===== config.mk =====
export PLATFORM = sky130hd
export DESIGN_NAME = sqdiv_channel
export DESIGN_NICKNAME = d
export VERILOG_FILES = /design/src/sqdiv_pkg.sv /design/src/sqdiv_sync.sv /design/src/sqdiv_axil_slave.sv /design/src/sqdiv_channel.sv
export SDC_FILE = /design/constraint.sdc
export NUM_CORES = 1
export LEC_CHECK = 0
export ABC_AREA = 1
export BUFFER_PORTS_ARGS = -buffer_cell sky130_fd_sc_hd__buf_2
export CAP_MARGIN = 0
export CORE_ASPECT_RATIO = 0.75
export CORE_MARGIN = 2
export CORE_UTILIZATION = 39
export CTS_BUF_LIST = sky130_fd_sc_hd__clkbuf_4 sky130_fd_sc_hd__clkbuf_8
export DETAILED_ROUTE_END_ITERATION = 8
export GPL_TIMING_DRIVEN = 0
export HOLD_SLACK_MARGIN = 0.1
export PLACE_DENSITY = 0.7
export SYNTH_ARGS = -nofsm -noshare
export SYNTH_HDL_FRONTEND = slang
export SYNTH_SLANG_ARGS = --single-unit

===== constraint.sdc =====
create_clock -name ref_clk -period 4.3 [get_ports ref_clk]
set_input_delay 0.86 -clock ref_clk [delete_from_list [all_inputs] [get_ports ref_clk]]
set_output_delay 0.86 -clock ref_clk [all_outputs]
set_load 0.02 [all_outputs]

===== src/sqdiv_pkg.sv =====
// package for the square-wave divider channel: register map, control word
// fields, counter constants, state encoding and bus carriers.
// assumes a single 100 MHz ref_clk domain and an axi4-lite master.
package sqdiv_pkg;

    // ****************************************************************
    // register map (byte addresses)
    // ****************************************************************
    localparam int ADDR_W = 8;
    localparam logic [7:0] CTRL_OFFSET = 8'h00;
    localparam logic [7:0] LOAD_OFFSET = 8'h04;
    localparam logic [7:0] STATUS_OFFSET = 8'h08;

    // ****************************************************************
    // control word fields and reset values
    // ****************************************************************
    localparam int CTRL_SEL_LSB = 6;
    localparam int CTRL_ACC_LSB = 4;
    localparam int CTRL_MODE_LSB = 1;
    localparam int CTRL_BCD_BIT = 0;
    localparam logic [1:0] SEL_COUNTER0 = 2'h0;
    localparam logic [1:0] ACC_LATCH = 2'h0;
    localparam logic [1:0] ACC_LOW = 2'h1;
    localparam logic [1:0] ACC_HIGH = 2'h2;
    localparam logic [1:0] ACC_BOTH = 2'h3;
    localparam logic [7:0] CTRL_RST = 8'h00;
    localparam logic [15:0] COUNT_RST = 16'h0000;
    localparam logic OUT_RST = 1'b1;

    // ****************************************************************
    // status register fields
    // ****************************************************************
    localparam int ST_OUT_BIT = 0;
    localparam int ST_VALID_BIT = 1;
    localparam int ST_PTR_BIT = 2;
    localparam int ST_GATE_BIT = 3;
    localparam int ST_PEND_BIT = 4;
    localparam int ST_CNT_LSB = 16;

    // ****************************************************************
    // counter constants
    // ****************************************************************
    localparam logic [15:0] CNT_STEP = 16'h0002;
    localparam logic [15:0] CNT_HALF_END = 16'h0002;
    localparam logic [15:0] CNT_ZERO = 16'h0000;

    // ****************************************************************
    // bus responses
    // ****************************************************************
    localparam logic [1:0] RESP_OKAY = 2'h0;
    localparam logic [1:0] RESP_SLVERR = 2'h2;

    typedef enum logic [1:0] {
        SQDIV_IDLE,
        SQDIV_ARMED,
        SQDIV_LOAD,
        SQDIV_RUN
    } sqdiv_state_t;

    typedef struct packed {
        logic [ADDR_W-1:0] awaddr;
        logic awvalid;
        logic [31:0] wdata;
        logic [3:0] wstrb;
        logic wvalid;
        logic bready;
        logic [ADDR_W-1:0] araddr;
        logic arvalid;
        logic rready;
    } sqdiv_axil_req_t;

    typedef struct packed {
        logic awready;
        logic wready;
        logic [1:0] bresp;
        logic bvalid;
        logic arready;
        logic [31:0] rdata;
        logic [1:0] rresp;
        logic rvalid;
    } sqdiv_axil_rsp_t;

endpackage : sqdiv_pkg


===== src/sqdiv_sync.sv =====
// two-flop synchroniser for one level coming from a pin.
// assumes the pin is asynchronous to ref_clk.
`timescale 1ns/100ps
module sqdiv_sync (
    input wire logic ref_clk,
    input wire logic reset,
    input wire logic pin_in,
    output logic level_out
);
    import sqdiv_pkg::*;

    logic meta_q;
    logic meta_d;
    logic level_q;
    logic level_d;

    always_comb begin
        meta_d = pin_in;
        level_d = meta_q;
    end

    always_ff @(posedge ref_clk or posedge reset) begin
        if (reset) begin
            meta_q <= 1'b0;
            level_q <= 1'b0;
        end else begin
            meta_q <= meta_d;
            level_q <= level_d;
        end
    end

    assign level_out = level_q;

endmodule : sqdiv_sync


===== src/sqdiv_axil_slave.sv =====
// axi4-lite slave front end: turns bus writes into a one-cycle write
// strobe and answers reads from a combinational read port.
// assumes the register owner decodes addresses and reports errors.
`timescale 1ns/100ps
module sqdiv_axil_slave (
    input wire logic ref_clk,
    input wire logic reset,
    input wire sqdiv_pkg::sqdiv_axil_req_t axil_req,
    output sqdiv_pkg::sqdiv_axil_rsp_t axil_rsp,
    output logic wr_en,
    output logic [sqdiv_pkg::ADDR_W-1:0] wr_addr,
    output logic [31:0] wr_data,
    output logic [3:0] wr_strb,
    input wire logic wr_err,
    output logic [sqdiv_pkg::ADDR_W-1:0] rd_addr,
    input wire logic [31:0] rd_data,
    input wire logic rd_err
);
    import sqdiv_pkg::*;

    logic aw_have_q, aw_have_d, w_have_q, w_have_d;
    logic [ADDR_W-1:0] awaddr_q, awaddr_d;
    logic [31:0] wdata_q, wdata_d;
    logic [3:0] wstrb_q, wstrb_d;
    logic bvalid_q, bvalid_d, rvalid_q, rvalid_d;
    logic [1:0] bresp_q, bresp_d, rresp_q, rresp_d;
    logic [31:0] rdata_q, rdata_d;
    logic aw_rdy, w_rdy, ar_rdy;

    // ****************************************************************
    // channel handshakes
    // ****************************************************************
    // address and data are taken in either order and held until the
    // strobe fires; no new write is taken until the response is gone
    always_comb begin
        aw_rdy = !aw_have_q && !bvalid_q;
        w_rdy = !w_have_q && !bvalid_q;
        ar_rdy = !rvalid_q;
        wr_en = aw_have_q && w_have_q && !bvalid_q;
        aw_have_d = aw_have_q;
        w_have_d = w_have_q;
        awaddr_d = awaddr_q;
        wdata_d = wdata_q;
        wstrb_d = wstrb_q;
        bvalid_d = bvalid_q;
        bresp_d = bresp_q;
        rvalid_d = rvalid_q;
        rresp_d = rresp_q;
        rdata_d = rdata_q;
        if (axil_req.awvalid && aw_rdy) begin
            aw_have_d = 1'b1;
            awaddr_d = axil_req.awaddr;
        end
        if (axil_req.wvalid && w_rdy) begin
            w_have_d = 1'b1;
            wdata_d = axil_req.wdata;
            wstrb_d = axil_req.wstrb;
        end
        if (wr_en) begin
            aw_have_d = 1'b0;
            w_have_d = 1'b0;
            bvalid_d = 1'b1;
            bresp_d = wr_err ? RESP_SLVERR : RESP_OKAY;
        end else if (bvalid_q && axil_req.bready) begin
            bvalid_d = 1'b0;
        end
        if (axil_req.arvalid && ar_rdy) begin
            rvalid_d = 1'b1;
            rdata_d = rd_data;
            rresp_d = rd_err ? RESP_SLVERR : RESP_OKAY;
        end else if (rvalid_q && axil_req.rready) begin
            rvalid_d = 1'b0;
        end
    end

    always_ff @(posedge ref_clk or posedge reset) begin
        if (reset) begin
            aw_have_q <= 1'b0;
            w_have_q <= 1'b0;
            awaddr_q <= '0;
            wdata_q <= '0;
            wstrb_q <= '0;
            bvalid_q <= 1'b0;
            bresp_q <= RESP_OKAY;
            rvalid_q <= 1'b0;
            rresp_q <= RESP_OKAY;
            rdata_q <= '0;
        end else begin
            aw_have_q <= aw_have_d;
            w_have_q <= w_have_d;
            awaddr_q <= awaddr_d;
            wdata_q <= wdata_d;
            wstrb_q <= wstrb_d;
            bvalid_q <= bvalid_d;
            bresp_q <= bresp_d;
            rvalid_q <= rvalid_d;
            rresp_q <= rresp_d;
            rdata_q <= rdata_d;
        end
    end

    always_comb begin
        axil_rsp.awready = aw_rdy;
        axil_rsp.wready = w_rdy;
        axil_rsp.bresp = bresp_q;
        axil_rsp.bvalid = bvalid_q;
        axil_rsp.arready = ar_rdy;
        axil_rsp.rdata = rdata_q;
        axil_rsp.rresp = rresp_q;
        axil_rsp.rvalid = rvalid_q;
    end

    assign wr_addr = awaddr_q;
    assign wr_data = wdata_q;
    assign wr_strb = wstrb_q;
    assign rd_addr = axil_req.araddr;

endmodule : sqdiv_axil_slave


===== src/sqdiv_channel.sv =====
// square-wave divider channel: control word, byte-wise count loading,
// gate handling and the step-by-two down counter that drives the output.
// assumes ref_clk is the counting clock and count_gate is an async pin.
`timescale 1ns/100ps

// Notes on behaviour
// gate high lets the counter step; gate low freezes it
// a gate rising edge reloads the counter on the next clock
// a count written mid-run leaves the current half period alone
// a count written mid-run loads only when the half period ends; a gate trigger before then also loads it
// loading such a new count forces the output high
// first complete count after mode setting loads on the next clock
// each half period ends with a reload and an output toggle
// even count N loads N and steps down by two
// reaching 2 reloads on the next clock and inverts the output
// odd count N loads N-1 and still steps by two
// odd count: high half runs down to 0 before reloading
// odd count: low half ends at 2, one clock shorter
// the counter reaches zero only for odd counts
// gate triggers ignored until a whole count has been written
// host writes control word, then low byte, then high byte
// output starts high after mode setting, before any load
// host programs counts of two or more
// full period is N clocks, split per the even and odd rules
module sqdiv_channel (
    input wire logic ref_clk,
    input wire logic reset,
    input wire sqdiv_pkg::sqdiv_axil_req_t axil_req,
    output sqdiv_pkg::sqdiv_axil_rsp_t axil_rsp,
    input wire logic count_gate,
    output logic timer_output
);
    import sqdiv_pkg::*;

    // ****************************************************************
    // helpers
    // ****************************************************************
    // even n loads n, odd n loads n-1
    function automatic logic [15:0] load_value(input logic [15:0] n);
        load_value = {n[15:1], 1'b0};
    endfunction : load_value

    function automatic logic reg_known(input logic [ADDR_W-1:0] a,
                                       input logic is_write);
        reg_known = (a == CTRL_OFFSET) || (a == LOAD_OFFSET) ||
                    (!is_write && (a == STATUS_OFFSET));
    endfunction : reg_known

    logic wr_en, wr_err, rd_err;
    logic [ADDR_W-1:0] wr_addr, rd_addr;
    logic [31:0] wr_data, rd_data;
    logic [3:0] wr_strb;
    logic gate_s, gate_prev_q, gate_prev_d, gate_rise;

    sqdiv_axil_slave u_bus (
        .ref_clk(ref_clk),
        .reset(reset),
        .axil_req(axil_req),
        .axil_rsp(axil_rsp),
        .wr_en(wr_en),
        .wr_addr(wr_addr),
        .wr_data(wr_data),
        .wr_strb(wr_strb),
        .wr_err(wr_err),
        .rd_addr(rd_addr),
        .rd_data(rd_data),
        .rd_err(rd_err)
    );

    sqdiv_sync u_gate_sync (
        .ref_clk(ref_clk),
        .reset(reset),
        .pin_in(count_gate),
        .level_out(gate_s)
    );

    // ****************************************************************
    // state
    // ****************************************************************
    sqdiv_state_t state_q, state_d;
    logic [7:0] ctrl_q, ctrl_d;
    logic [7:0] lsb_q, lsb_d;
    logic [15:0] count_q, count_d;
    logic [15:0] cnt_q, cnt_d;
    logic out_q, out_d;
    logic odd_q, odd_d;
    logic ptr_q, ptr_d;
    logic valid_q, valid_d;
    logic pend_q, pend_d;

    logic ctrl_wr, cnt_wr, cnt_complete, count_ok, trig, half_end;
    logic [1:0] acc;
    logic [15:0] load_val;

    always_comb begin
        gate_rise = gate_s && !gate_prev_q;
        gate_prev_d = gate_s;
        acc = ctrl_q[CTRL_ACC_LSB +: 2];
        ctrl_wr = wr_en && wr_strb[0] && (wr_addr == CTRL_OFFSET) &&
                  (wr_data[CTRL_SEL_LSB +: 2] == SEL_COUNTER0) &&
                  (wr_data[CTRL_ACC_LSB +: 2] != ACC_LATCH);
        cnt_wr = wr_en && wr_strb[0] && (wr_addr == LOAD_OFFSET) &&
                 (state_q != SQDIV_IDLE);
        cnt_complete = cnt_wr && ((acc != ACC_BOTH) || ptr_q);
        // a half-written count does not arm the trigger
        count_ok = valid_q && !ptr_q;
        trig = gate_rise && count_ok && (state_q == SQDIV_RUN);
        load_val = load_value(count_q);
        // odd counts keep the high half going one more step, down to 0
        half_end = ((cnt_q == CNT_HALF_END) && !(odd_q && out_q)) ||
                   (cnt_q == CNT_ZERO);
        wr_err = !reg_known(wr_addr, 1'b1);
        rd_err = !reg_known(rd_addr, 1'b0);
    end

    // ****************************************************************
    // next-state logic
    // ****************************************************************
    always_comb begin
        state_d = state_q;
        ctrl_d = ctrl_q;
        lsb_d = lsb_q;
        count_d = count_q;
        cnt_d = cnt_q;
        out_d = out_q;
        odd_d = odd_q;
        ptr_d = ptr_q;
        valid_d = valid_q;
        pend_d = pend_q;
        case (state_q)
            SQDIV_LOAD: begin
                cnt_d = load_val;
                odd_d = count_q[0];
                out_d = 1'b1;
                state_d = SQDIV_RUN;
            end
            SQDIV_RUN: begin
                if (trig) begin
                    cnt_d = load_val;
                    odd_d = count_q[0];
                    out_d = 1'b1;
                    pend_d = 1'b0;
                end else if (gate_s) begin
                    if (half_end) begin
                        cnt_d = load_val;
                        odd_d = count_q[0];
                        pend_d = 1'b0;
                        // a fresh count starts on a high half
                        out_d = pend_q ? 1'b1 : !out_q;
                    end else begin
                        cnt_d = cnt_q - CNT_STEP;
                    end
                end
            end
            SQDIV_IDLE, SQDIV_ARMED: begin
            end
            default: begin
                state_d = SQDIV_IDLE;
            end
        endcase
        if (cnt_wr) begin
            case (acc)
                ACC_LOW: count_d = {8'h00, wr_data[7:0]};
                ACC_HIGH: count_d = {wr_data[7:0], 8'h00};
                default: begin
                    if (!ptr_q) begin
                        lsb_d = wr_data[7:0];
                        ptr_d = 1'b1;
                    end else begin
                        count_d = {wr_data[7:0], lsb_q};
                        ptr_d = 1'b0;
                    end
                end
            endcase
            if (cnt_complete) begin
                valid_d = 1'b1;
                if (state_q == SQDIV_ARMED) begin
                    state_d = SQDIV_LOAD;
                end else begin
                    pend_d = 1'b1;
                end
            end
        end
        // mode setting restarts the channel and wins over the state, output and flag updates, but not the counter step or reload
        if (ctrl_wr) begin
            ctrl_d = wr_data[7:0];
            state_d = SQDIV_ARMED;
            out_d = 1'b1;
            ptr_d = 1'b0;
            valid_d = 1'b0;
            pend_d = 1'b0;
        end
    end

    always_ff @(posedge ref_clk or posedge reset) begin
        if (reset) begin
            state_q <= SQDIV_IDLE;
            ctrl_q <= CTRL_RST;
            lsb_q <= 8'h00;
            count_q <= COUNT_RST;
            cnt_q <= COUNT_RST;
            out_q <= OUT_RST;
            odd_q <= 1'b0;
            ptr_q <= 1'b0;
            valid_q <= 1'b0;
            pend_q <= 1'b0;
            gate_prev_q <= 1'b0;
        end else begin
            state_q <= state_d;
            ctrl_q <= ctrl_d;
            lsb_q <= lsb_d;
            count_q <= count_d;
            cnt_q <= cnt_d;
            out_q <= out_d;
            odd_q <= odd_d;
            ptr_q <= ptr_d;
            valid_q <= valid_d;
            pend_q <= pend_d;
            gate_prev_q <= gate_prev_d;
        end
    end

    assign timer_output = out_q;

    // ****************************************************************
    // register read port
    // ****************************************************************
    always_comb begin
        rd_data = 32'h0000_0000;
        case (rd_addr)
            CTRL_OFFSET: rd_data[7:0] = ctrl_q;
            LOAD_OFFSET: rd_data[15:0] = count_q;
            STATUS_OFFSET: begin
                rd_data[ST_OUT_BIT] = out_q;
                rd_data[ST_VALID_BIT] = valid_q;
                rd_data[ST_PTR_BIT] = ptr_q;
                rd_data[ST_GATE_BIT] = gate_s;
                rd_data[ST_PEND_BIT] = pend_q;
                rd_data[ST_CNT_LSB +: 16] = cnt_q;
            end
            default: rd_data = 32'h0000_0000;
        endcase
    end

    // ****************************************************************
    // checks
    // ****************************************************************
    logic run_q;
    assign run_q = (state_q == SQDIV_RUN) && !ctrl_wr;

    gate_hold_a: assert property (
        @(posedge ref_clk) disable iff (reset)
        (run_q && !gate_s && !trig) |=> (cnt_q == $past(cnt_q)))
        else $error("counter moved while gate was low");

    trig_reload_a: assert property (
        @(posedge ref_clk) disable iff (reset)
        (run_q && trig) |=> (cnt_q == $past(load_val)) && out_q)
        else $error("gate trigger did not reload the counter");

    step_two_a: assert property (
        @(posedge ref_clk) disable iff (reset)
        (run_q && gate_s && !trig && !half_end) |=>
            (cnt_q == $past(cnt_q) - CNT_STEP) && (out_q == $past(out_q)))
        else $error("counter did not step by two mid half period");

    new_count_high_a: assert property (
        @(posedge ref_clk) disable iff (reset)
        (run_q && gate_s && !trig && half_end && pend_q) |=>
            out_q && (pend_q == $past(cnt_complete)) &&
            (cnt_q == $past(load_val)))
        else $error("pending count not loaded high at half end");

    first_load_a: assert property (
        @(posedge ref_clk) disable iff (reset)
        (state_q == SQDIV_ARMED && cnt_complete && !ctrl_wr) |=>
            (state_q == SQDIV_LOAD) ##1
            (state_q == SQDIV_RUN) && out_q && (cnt_q == $past(load_val)))
        else $error("first count not loaded on the next clock");

    half_toggle_a: assert property (
        @(posedge ref_clk) disable iff (reset)
        (run_q && gate_s && !trig && half_end && !pend_q) |=>
            (out_q != $past(out_q)) && (cnt_q == $past(load_val)))
        else $error("half period end without reload and toggle");

    zero_odd_a: assert property (
        @(posedge ref_clk) disable iff (reset)
        (state_q == SQDIV_RUN && cnt_q == CNT_ZERO) |->
            odd_q && out_q)
        else $error("counter reached zero with an even count");

    trig_ignored_a: assert property (
        @(posedge ref_clk) disable iff (reset)
        (state_q == SQDIV_ARMED && !cnt_complete && !ctrl_wr) |=>
            (state_q == SQDIV_ARMED))
        else $error("channel started without a whole count");

    mode_out_high_a: assert property (
        @(posedge ref_clk) disable iff (reset)
        ctrl_wr |=> out_q && (state_q == SQDIV_ARMED) && !valid_q)
        else $error("output not high after mode setting");

endmodule : sqdiv_channel


# After elaboration in Yosys (flattened, before gate mapping)
# Cells that the tools add are included.
[classes]
n_reduce_logical = 58
shift = 0
bitwise = 2
add_sub_neg = 1
n_mul = 0
div = 0
order_cmp = 0
mux = 50
eq_ne = 15
[op_table]
columns = ["op", "count"]
rows = [
  ["two-way mux 16 bit", 5],
  ["case mux 16 bit (2 select lines)", 2],
  ["two-way mux 1 bit", 31],
  ["logical AND 1 bit", 22],
  ["nonzero test 2 bit", 9],
  ["equality test 16 x 2 -> 1 bit (second input constant)", 1],
  ["equality test 8 x 3 -> 1 bit (second input constant)", 2],
  ["zero test 16 bit", 1],
  ["zero test 8 bit", 2],
  ["subtractor 16 x 2 -> 16 bit (second input constant)", 1],
  ["case mux 5 bit (3 select lines)", 1],
  ["two-way mux 2 bit", 7],
  ["AND reduction 3 bit", 3],
  ["equality test 8 x 4 -> 1 bit (second input constant)", 1],
  ["zero test 1 bit", 8],
  ["two-way mux 8 bit", 1],
  ["AND reduction 2 bit", 4],
  ["equality test 2 bit (second input constant)", 3],
  ["case mux 3 bit (2 select lines)", 1],
  ["nonzero test 3 bit", 2],
  ["logical OR 1 bit", 5],
  ["equality test 2 x 1 -> 1 bit (second input constant)", 2],
  ["!= test 4 x 3 -> 1 bit (second input constant)", 1],
  ["!= test 4 bit (second input constant)", 1],
  ["8 further kinds", 10],
]
[word_totals]
memories = 0
out_inout_bits = 42
mem_bits_rw = 0
in_bits = 60
mem_bits_ro = 0
word_cells = 149
latchBits = 0
register_bits = 115

# Logic depth before layout (Yosys ltp)
# Gate-level depths: netlist of run 1.
[depth]
word_depth = 12
mapped_depth = 11
depth_no_buf = 11

# Hierarchy
# Synthesis of run 1 repeated with hierarchy kept, for this count alone.
[hier_totals]
hier_cells = 833
hier_area_um2 = 6705.2
[modules_own_cells]
columns = ["mod", "cells_per_inst", "seq_area_each_um2", "n_inst", "area_per_inst_um2"]
rows = [
  ["sqdiv_axil_slave", 370, 2052.0, 1, 3385.7],
  ["sqdiv_channel", 460, 1377.6, 1, 3265.6],
  ["sqdiv_sync", 3, 50.0, 1, 53.8],
]

# Worst setup path after synthesis of run 1
# OpenSTA, ideal clock, no wires.
[synth_timing]
path_type = "input -> register"
from = "input port axil_req[9] (netlist name)"
to = "register u_bus.rdata_q[1]"
t_arrival_ns = 1.672
required_time_ns = 4.177
setup_time_ns = 0.123
path_buffers = 1
setup_slack_ns = 2.505
stages = 8
cell_sequence = "nor2_1 > nand2_1 > inv_1 > nand2_1 > buf_2 > nor2_1 > o21ai_0 > nand2_1"
[synth_via]
elab_chain_len = 2
word_cells_on_any_way = 4
classes_between = "2 x eq/ne; 1 x mux; 1 x reduce/logical"
[synth_lines]
columns = ["item", "line_no", "text"]
rows = [
  ["start: declaration", "sqdiv_channel.sv:28", "input wire sqdiv_pkg::sqdiv_axil_req_t axil_req,"],
  ["equality test 8 x 4 -> 1 bit (tied with other cells)", "sqdiv_channel.sv:230", "case (rd_addr)"],
  ["case mux 5 bit (3 select lines) (*)", "sqdiv_channel.sv:230", ""],
  ["end signal: assignment", "sqdiv_axil_slave.sv:98", "rdata_q <= rdata_d;"],
  ["end: declaration", "sqdiv_axil_slave.sv:27", "logic [31:0] rdata_q, rdata_d;"],
]
# Mark *: on every way between the ends. The rest lies on a longest branch, timed or not.
# A chain may end at the register's enable or synchronous reset.

# Worst setup path after layout of run 1
[layout_timing]
from = "register u_bus.aw_have_q"
to = "output port axil_rsp[40] (netlist name)"
[layout_via]
elab_chain_len = 2
[layout_lines]
columns = ["item", "line_no", "text"]
rows = [
  ["start: declaration", "sqdiv_axil_slave.sv:21", "logic aw_have_q, aw_have_d, w_have_q, w_have_d;"],
  ["start signal: assignment", "sqdiv_axil_slave.sv:89", "aw_have_q <= aw_have_d;"],
  ["zero test 1 bit", "sqdiv_axil_slave.sv:36", "aw_rdy = !aw_have_q && !bvalid_q;"],
  ["logical AND 1 bit", "sqdiv_axil_slave.sv:36", ""],
  ["end: declaration", "sqdiv_channel.sv:29", "output sqdiv_pkg::sqdiv_axil_rsp_t axil_rsp,"],
]
# No other way between the ends.

==> results.yml, run 1 <==
clocking:
  clk_path_buf_depth: 2
  cts_resized: 0
  cts_sinks: 112
  root_buffer: "clkbuf_8"
  cts_setup_buffers: 0
  cts.clk_slew.worst_paths_ns: 0.12
  clk-insertion-delay-late_ns: 0.39
  cts_made_buffers: 9
  hold_buffers: 0
  htreeDepth: 3
  cts_tree: "built"
yosys:
  yosys_warnings: 0
  synth_seq_area_share_pct: 51.3
  synthArstFlopShare_pct: 100
  yosys_register_bits: 112
  synthCells: 660
  syn_avg_cell_area_um2: 8.28
  synth-edff-count: 0
  netlist_area_um2: 5470
  synthFlopType: "dfrtp_1"
  synthDistinctLibCells: 36
sta:
  setup_viol: 0
  min_period_over_period_pct: 48.6
  rsz0062_at_grt: "false"
  hold_viol_final: 0
  setup_tns_ns: 0
  max_freq_ghz: 0.478
  post-route-min-period_ns: 2.09
  holdWs_ns: 0.362
  clock_skew_ns: 0.0170
  slew_headroom_pct: 61.1
  tightestPinTransition_ns: 0.584
  drv_slew: 0
job:
  cap_viol_max_count: 0
finish:
  final_nets: 809
  syn2layout_area_growth_pct: 14.6
  multiInputGateArea_um2: 2200
  n_fill_cell: 1355
  drive_gt1_share_pct: 19.6
  antenna_cells: 0
  fin_area_um2: 6260
  final_cell_mix: "nand2_1 (203), dfrtp_1 (111), buf_2 (76)"
  regArea_um2: 2800
  final_common_cell: "nand2_1"
critical_path:
  critPathCaptureType: "primary output"
  slowest_stage: "dfrtp_1"
  path_max_fanout: 3
  cp.required_ns: 3.44
  r2r_start: "ctrl_q[4]$_DFFE_PP0P_"
  r2r_end: "count_q[5]$_DFFE_PP0P_"
  crit_buf_inv: 2
  crit_chain: "nor2_1, buf_4, buf_2"
  critPathTopFamily: "flip-flops"
  worstSetupPathDepth: 3
  reg2regPathDepth: 6
  worstSetupPathType: "flop to primary output"
  slowest_delay_ns: 0.42
  critPathLaunchType: "flop"
  cp_data_arrival_time_ns: 1.23
  regToRegSetupSlack_ns: 2.43
global_routing:
  grt_max_degree: 70
  antenna_found_initial: 0
  track_usage_pct: 18.5
  grt.overflow.total: 0
  grt_pass1_wl_um: 22000
  first_global_vias: 4249
routing:
  met3_length_um: 791
  wl_per_cell_um: 14.2
  wl_um: 13100
  wl_met1_um: 6780
  dr_wl_met2_um: 5410
  first_pass_iters: 5
  detail_route.vias_per_cell: 4.84
  drtAntennaViolNets: 0
  drc_errors: 0
  dr.first_iter.drc_count: 363
  vias: 4474
  top_layer_used: "met4"
hold_path:
  hold_path_class: "flop to flop"
  hold_depth: 0
  hold_end: "u_gate_sync.level_out$_DFF_PP0_"
  hold_start: "u_gate_sync.level_d$_DFF_PP0_"
floorplan:
  dieArea_um2: 15000
  core_area_um2: 13700
  start_util_pct: 39.9
  rows: 37
  dieHeight_um: 107
  num_io_pins: 102
  die_w_um: 141
place:
  hpwl_um: 9870
  place_congestion: 0.860
  place_area_um2: 6080
  io_buffer_count: 72
status:
  status: "finished, final reports clean"
power_and_ir_drop:
  p_total_mw: 2.28
  peakVddDrop_v: 0.000287
  leakage_nw: 3.25
  power_density_nw_per_um2: 363
==> cell type report <==
type                       count  share of cell area, %
sequential                   112                   44.8
multi-input combinational    443                   35.1
tap                          175                   3.50
clock buffer                  10                   2.10
buffer                        29                   2.90
clock inverter                 6                  0.819
inverter                      77                   4.65
timing repair buffer          73                   6.19
==> flip-flops by register name, summed over array words and instances (netlist names), 2 cells and up <==
name	cells
u_bus.rdata_q	32
cnt_q	15
ctrl_q	8
u_bus.wr_data	8
state_q	2
u_bus.wr_addr	8
count_q	16
lsb_q	8
==> synthesized netlist by cell type (2+ instances only) <==
library cell  count  area share (%)
a21oi_1          34             3.1
buf_2             4            0.37
buf_4             8             1.1
buf_6             5             1.0
clkbuf_1         12            0.82
dfrtp_1         111              51
ha_1              4            0.92
inv_1            75             5.1
inv_2             2            0.14
mux2_2            3            0.62
nand2_1         203              14
nand2_2           5            0.57
nand3_1          25             2.3
nand4_1           3            0.34
nand4_4           2            0.78
nor2_1           50             3.4
nor2_2           10             1.1
nor2_4            2            0.41
nor3_1            4            0.37
o21ai_0          29             2.7
o21ai_1          22             2.0
o21ai_2           8             1.3
o31ai_1          19             2.6
xor2_1            8             1.3
==> how the worst max path moves through the flow <==
stage | start | to | slack [ns]
2_1_floorplan | reset | cnt_q[10]$_DFFE_PP0P_ | 0.48
3_3_place_gp | reset | u_bus.wr_addr[7]$_DFFE_PP0P_ | -0.89
3_5_place_dp | axil_req[8] | u_bus.rdata_q[1]$_DFFE_PP0P_ | 2.07
4_1_cts | u_bus.aw_have_q$_DFFE_PP0P_ | axil_rsp[40] | 2.19
5_1_grt | u_bus.aw_have_q$_DFFE_PP0P_ | axil_rsp[40] | 2.14
6_report | u_bus.aw_have_q$_DFFE_PP0P_ | axil_rsp[40] | 2.21
==> worst register-to-register path, cell delays in order (launching register included) <==
cell and delay (ns):
dfrtp_1 0.43, inv_1 0.06, ha_1 0.37, inv_1 0.25, clkbuf_1 0.35, o21ai_0 0.16
o21ai_1 0.19
==> logic make-up (layout without fill, tap and decap cells) <==
group                    Yosys count  after routing  synth area share [%]
AO/OA/AOI/OAI                    114            114                  12.4
flip-flops                       112            112                  51.3
AND/OR/NAND/NOR                  311            311                  24.7
XOR/XNOR                           9              9                  1.44
other                              1              2                0.0686
multiplexers                       3              3                 0.618
buffers and inverters            106            195                  8.60
adder cells (fa/ha/maj)            4              4                 0.915
==> metal layers <==
layer / vias up / GRT usage, %
li1: 2252 / -
met2: 120 / 27.6
met1: 2091 / 27.9
met4: 0 / 3.93
met3: 11 / 3.74
met5: - / 0
==> through the flow <==
| stage | worst slack, ns | utilization (%) | std cells |
|---|---|---|---|
| after floorplan | 0.483 | - | 661 |
| after global placement | -0.889 | 44.2 | 908 |
| after detailed placement | 2.07 | 44.4 | 909 |
| after CTS | 2.19 | 45.7 | 925 |
| after global routing | 2.14 | 45.7 | 925 |
| final | 2.21 | 45.7 | 925 |
==> power by group <==
| group | switching, mW | internal [mW] | total [mW] |
|---|---|---|---|
| clock | 0.379 | 0.226 | 0.605 |
| sequential | 0.0911 | 1.16 | 1.25 |
| combinational | 0.274 | 0.148 | 0.421 |
| total | 0.744 | 1.53 | 2.28 |
Power figures use the tool's default switching activity.
==> run 2: changes to the inputs <==
--- a/config.mk
+++ b/config.mk
@@ -5,7 +5,7 @@
 export SDC_FILE = /design/constraint.sdc
 export NUM_CORES = 1
 export LEC_CHECK = 0
-export ABC_AREA = 1
+export ABC_AREA = 0
 export BUFFER_PORTS_ARGS = -buffer_cell sky130_fd_sc_hd__buf_2
 export CAP_MARGIN = 0
 export CORE_ASPECT_RATIO = 0.75
@@ -15,7 +15,7 @@
 export DETAILED_ROUTE_END_ITERATION = 8
 export GPL_TIMING_DRIVEN = 0
 export HOLD_SLACK_MARGIN = 0.1
-export PLACE_DENSITY = 0.7
+export PLACE_DENSITY = 0.71
 export SYNTH_ARGS = -nofsm -noshare
 export SYNTH_HDL_FRONTEND = slang
 export SYNTH_SLANG_ARGS = --single-unit
==> constraint.sdc (replaced) <==
create_clock -name ref_clk -period 2.1 [get_ports ref_clk]
set_input_delay 0.42 -clock ref_clk [delete_from_list [all_inputs] [get_ports ref_clk]]
set_output_delay 0.42 -clock ref_clk [all_outputs]
set_load 0.02 [all_outputs]
==> results.yml, run 2 <==
yosys:
  yosys-top-cells-count: "dfrtp_1 (111), nand2_1 (66), o21ai_1 (38)"
  synthFlopType: "dfrtp_1"
  synthCells: 484
  synth-edff-count: 0
  netlist_area_um2: 5050
  yosys_warnings: 0
  synth.most_common_cell: "dfrtp_1"
  synth.area.top_cells: "dfrtp_1 (55%), mux2_1 (6.7%), nand2_1 (4.9%)"
  yosys_register_bits: 112
  syn_avg_cell_area_um2: 10.4
  synth_seq_area_share_pct: 55.6
  yosysTopAreaCellShare_pct: 55.0
  synthArstFlopShare_pct: 100
  yosys.area.top_type: "dfrtp_1"
  synthDistinctLibCells: 53
power_and_ir_drop:
  combinationalPowerShare_pct: 22.5
  p_total_mw: 5.11
  power_density_nw_per_um2: 824
  p_int_mw: 3.39
  p_clk_share_pct: 24.0
  leakage_nw: 2.90
  seqPwrFrac_pct: 53.5
  net-switching-power_mw: 1.72
  swShare_pct: 33.7
  peakVddDrop_v: 0.000333
clocking:
  cts_made_buffers: 9
  hold_buffers: 0
  clk_path_buf_depth: 2
  cts_sinks: 112
  htreeDepth: 3
  cts_tree: "built"
  cts.clk_slew.worst_paths_ns: 0.10
  clk-insertion-delay-late_ns: 0.40
  root_buffer: "clkbuf_8"
global_routing:
  grt_max_degree: 44
  grt_pass1_wl_um: 21100
  track_usage_pct: 19.9
  antenna_found_initial: 0
  first_global_vias: 4040
  grt.overflow.total: 0
sta:
  hold_viol_final: 0
  min_period_over_period_pct: 109
  drv_slew: 0
  clock_skew_ns: 0.0133
  setup_viol: 17
  slew_headroom_pct: 44.8
  max_freq_ghz: 0.437
  rsz0062_at_grt: "true"
  setup_tns_ns: -1.88
  post-route-min-period_ns: 2.29
  tightestPinTransition_ns: 0.826
  fin_ws_ns: -0.187
critical_path:
  worstSetupPathType: "flop to flop"
  critPathLaunchType: "flop"
  reg2regPathDepth: 6
  critPathCaptureType: "flop"
  cp_data_arrival_time_ns: 2.56
  r2r_end: "cnt_q[5]$_DFFE_PP0P_"
  r2r_start: "cnt_q[11]$_DFFE_PP0P_"
  crit_end: "cnt_q[5]$_DFFE_PP0P_"
  cp.required_ns: 2.38
  crit_start: "cnt_q[11]$_DFFE_PP0P_"
  path_max_fanout: 5
  regToRegSetupSlack_ns: -0.19
finish:
  final_nets: 644
  reg.largest.list: "u_bus.rdata_q: 32 flops, count_q: 16 flops, cnt_q: 15 flops"
  drive_gt1_share_pct: 27.7
  final_common_cell: "dfrtp_1"
  fin_area_um2: 6200
  final_cell_mix: "dfrtp_1 (109), buf_2 (70), nand2_1 (66)"
  antenna_cells: 0
  syn2layout_area_growth_pct: 22.8
  top_register: "u_bus.rdata_q"
  largest_reg_flops: 32
  n_fill_cell: 1105
routing:
  vias: 4112
  wl_um: 13000
  detail_route.vias_per_cell: 5.48
  drtAntennaViolNets: 0
  drc_errors: 0
  wl_per_cell_um: 17.3
  dr.first_iter.drc_count: 359
  first_pass_iters: 5
floorplan:
  dieHeight_um: 103
  start_util_pct: 40.6
  rows: 35
  dieArea_um2: 13900
  num_io_pins: 102
  die_w_um: 135
  core_area_um2: 12400
place:
  pre_cts_slack_ns: -0.425
  place_congestion: 0.911
  place_area_um2: 5660
  hpwl_um: 9160
  io_buffer_count: 70
hold_path:
  hold_path_class: "input pin to flop"
job:
  cap_viol_max_count: 0
status:
  violations: "setup timing"
  status: "complete, but fails checks"
run 2: cell count changes after synthesis, sizes merged, moves of 11 or more:
cell	delta
a21oi	-13
a22o	+20
clkbuf	+11
inv	-60
mux2	+27
nand2	-143
nand3	-18
nor2	-34
o31ai	-18
run 2: logic make-up (layout without fill, tap and decap cells):
logic type | count (synthesis) | count (layout) | synth area share [%]
compound gates | 132 | 132 | 16.7
fa+ha+maj | 4 | 4 | 0.992
buf+inv | 51 | 151 | 4.56
flops | 112 | 112 | 55.6
mux | 39 | 39 | 8.48
other cells | 1 | 2 | 0.0743
simple gates | 145 | 145 | 13.6
run 2: layout make-up:
cell class                 count  area [um^2]  share of cell area, %
tap                          166          208                   3.35
buffer                        32          179                   2.89
clock inverter                 5         38.8                  0.626
inverter                      17         67.6                   1.09
multi-input combinational    322         2230                   36.1
sequential                   112         2810                   45.3
timing repair buffer          86          519                   8.38
clock buffer                  11          145                   2.34
run 2: metrics by stage:
step / instances / util [%] / hold slack [ns]
after floorplan: 485 / - / 0.331
after global placement: 721 / 45.2 / 0.342
after detailed placement: 723 / 45.5 / 0.344
after CTS: 748 / 48.8 / 0.131
after global routing: 751 / 49.8 / 0.117
final: 751 / 49.8 / 0.130
run 2: what timing repair did:
| item | in CTS | in global routing |
|---|---|---|
| setup endpoints to repair | 56 | 42 |
| gates resized for setup | 30 | 28 |
| buffers inserted | 9 | 4 |
| pin swaps | 4 | 4 |
| cloned | 1 | 0 |
| endpoints found under the hold margin | 0 | 0 |
run 2: routing by layer:
metal,share of wire [%],global-route usage [%],wire length (um),vias to the layer above
met2,47,30.7,6160,136
met4,1.6,6.81,202,0
met1,44,27.0,5780,2046
met3,6.6,6.00,857,19
met5,0,0,0,-
li1,-,-,-,1911
run 2: critical path, stage by stage, from the launching register on:
cell and delay, ns:
dfrtp_1 0.39, or4_4 0.55, or4_4 0.49, o21ai_4 0.28, buf_4 0.16, a21oi_1 0.04, a211o_1 0.27
run 2: worst min-delay path by stage:
stage | startpoint | end | slack, ns | depth (start not counted)
2_1_floorplan | u_gate_sync.level_d$_DFF_PP0_ | u_gate_sync.level_out$_DFF_PP0_ | 0.33 | 0
5_1_grt | count_gate | u_gate_sync.level_d$_DFF_PP0_ | 0.12 | 1
3_5_place_dp | u_gate_sync.level_d$_DFF_PP0_ | u_gate_sync.level_out$_DFF_PP0_ | 0.34 | 0
4_1_cts | count_gate | u_gate_sync.level_d$_DFF_PP0_ | 0.13 | 1
6_report | count_gate | u_gate_sync.level_d$_DFF_PP0_ | 0.13 | 1
3_3_place_gp | u_gate_sync.level_d$_DFF_PP0_ | u_gate_sync.level_out$_DFF_PP0_ | 0.34 | 0
run 2: power by group through the flow:
| stage | Sequential (mW) | Clock, mW | Combinational [mW] |
|---|---|---|---|
| final | 2.73 | 1.23 | 1.15 |
| after global routing | 2.77 | 1.34 | 1.28 |
| after CTS | 2.69 | 1.25 | 1.09 |
| after detailed placement | 2.73 | 0 | 1.03 |
| after global placement | 2.71 | 0 | 0.961 |
| after floorplan | 2.63 | 0 | 0.761 |
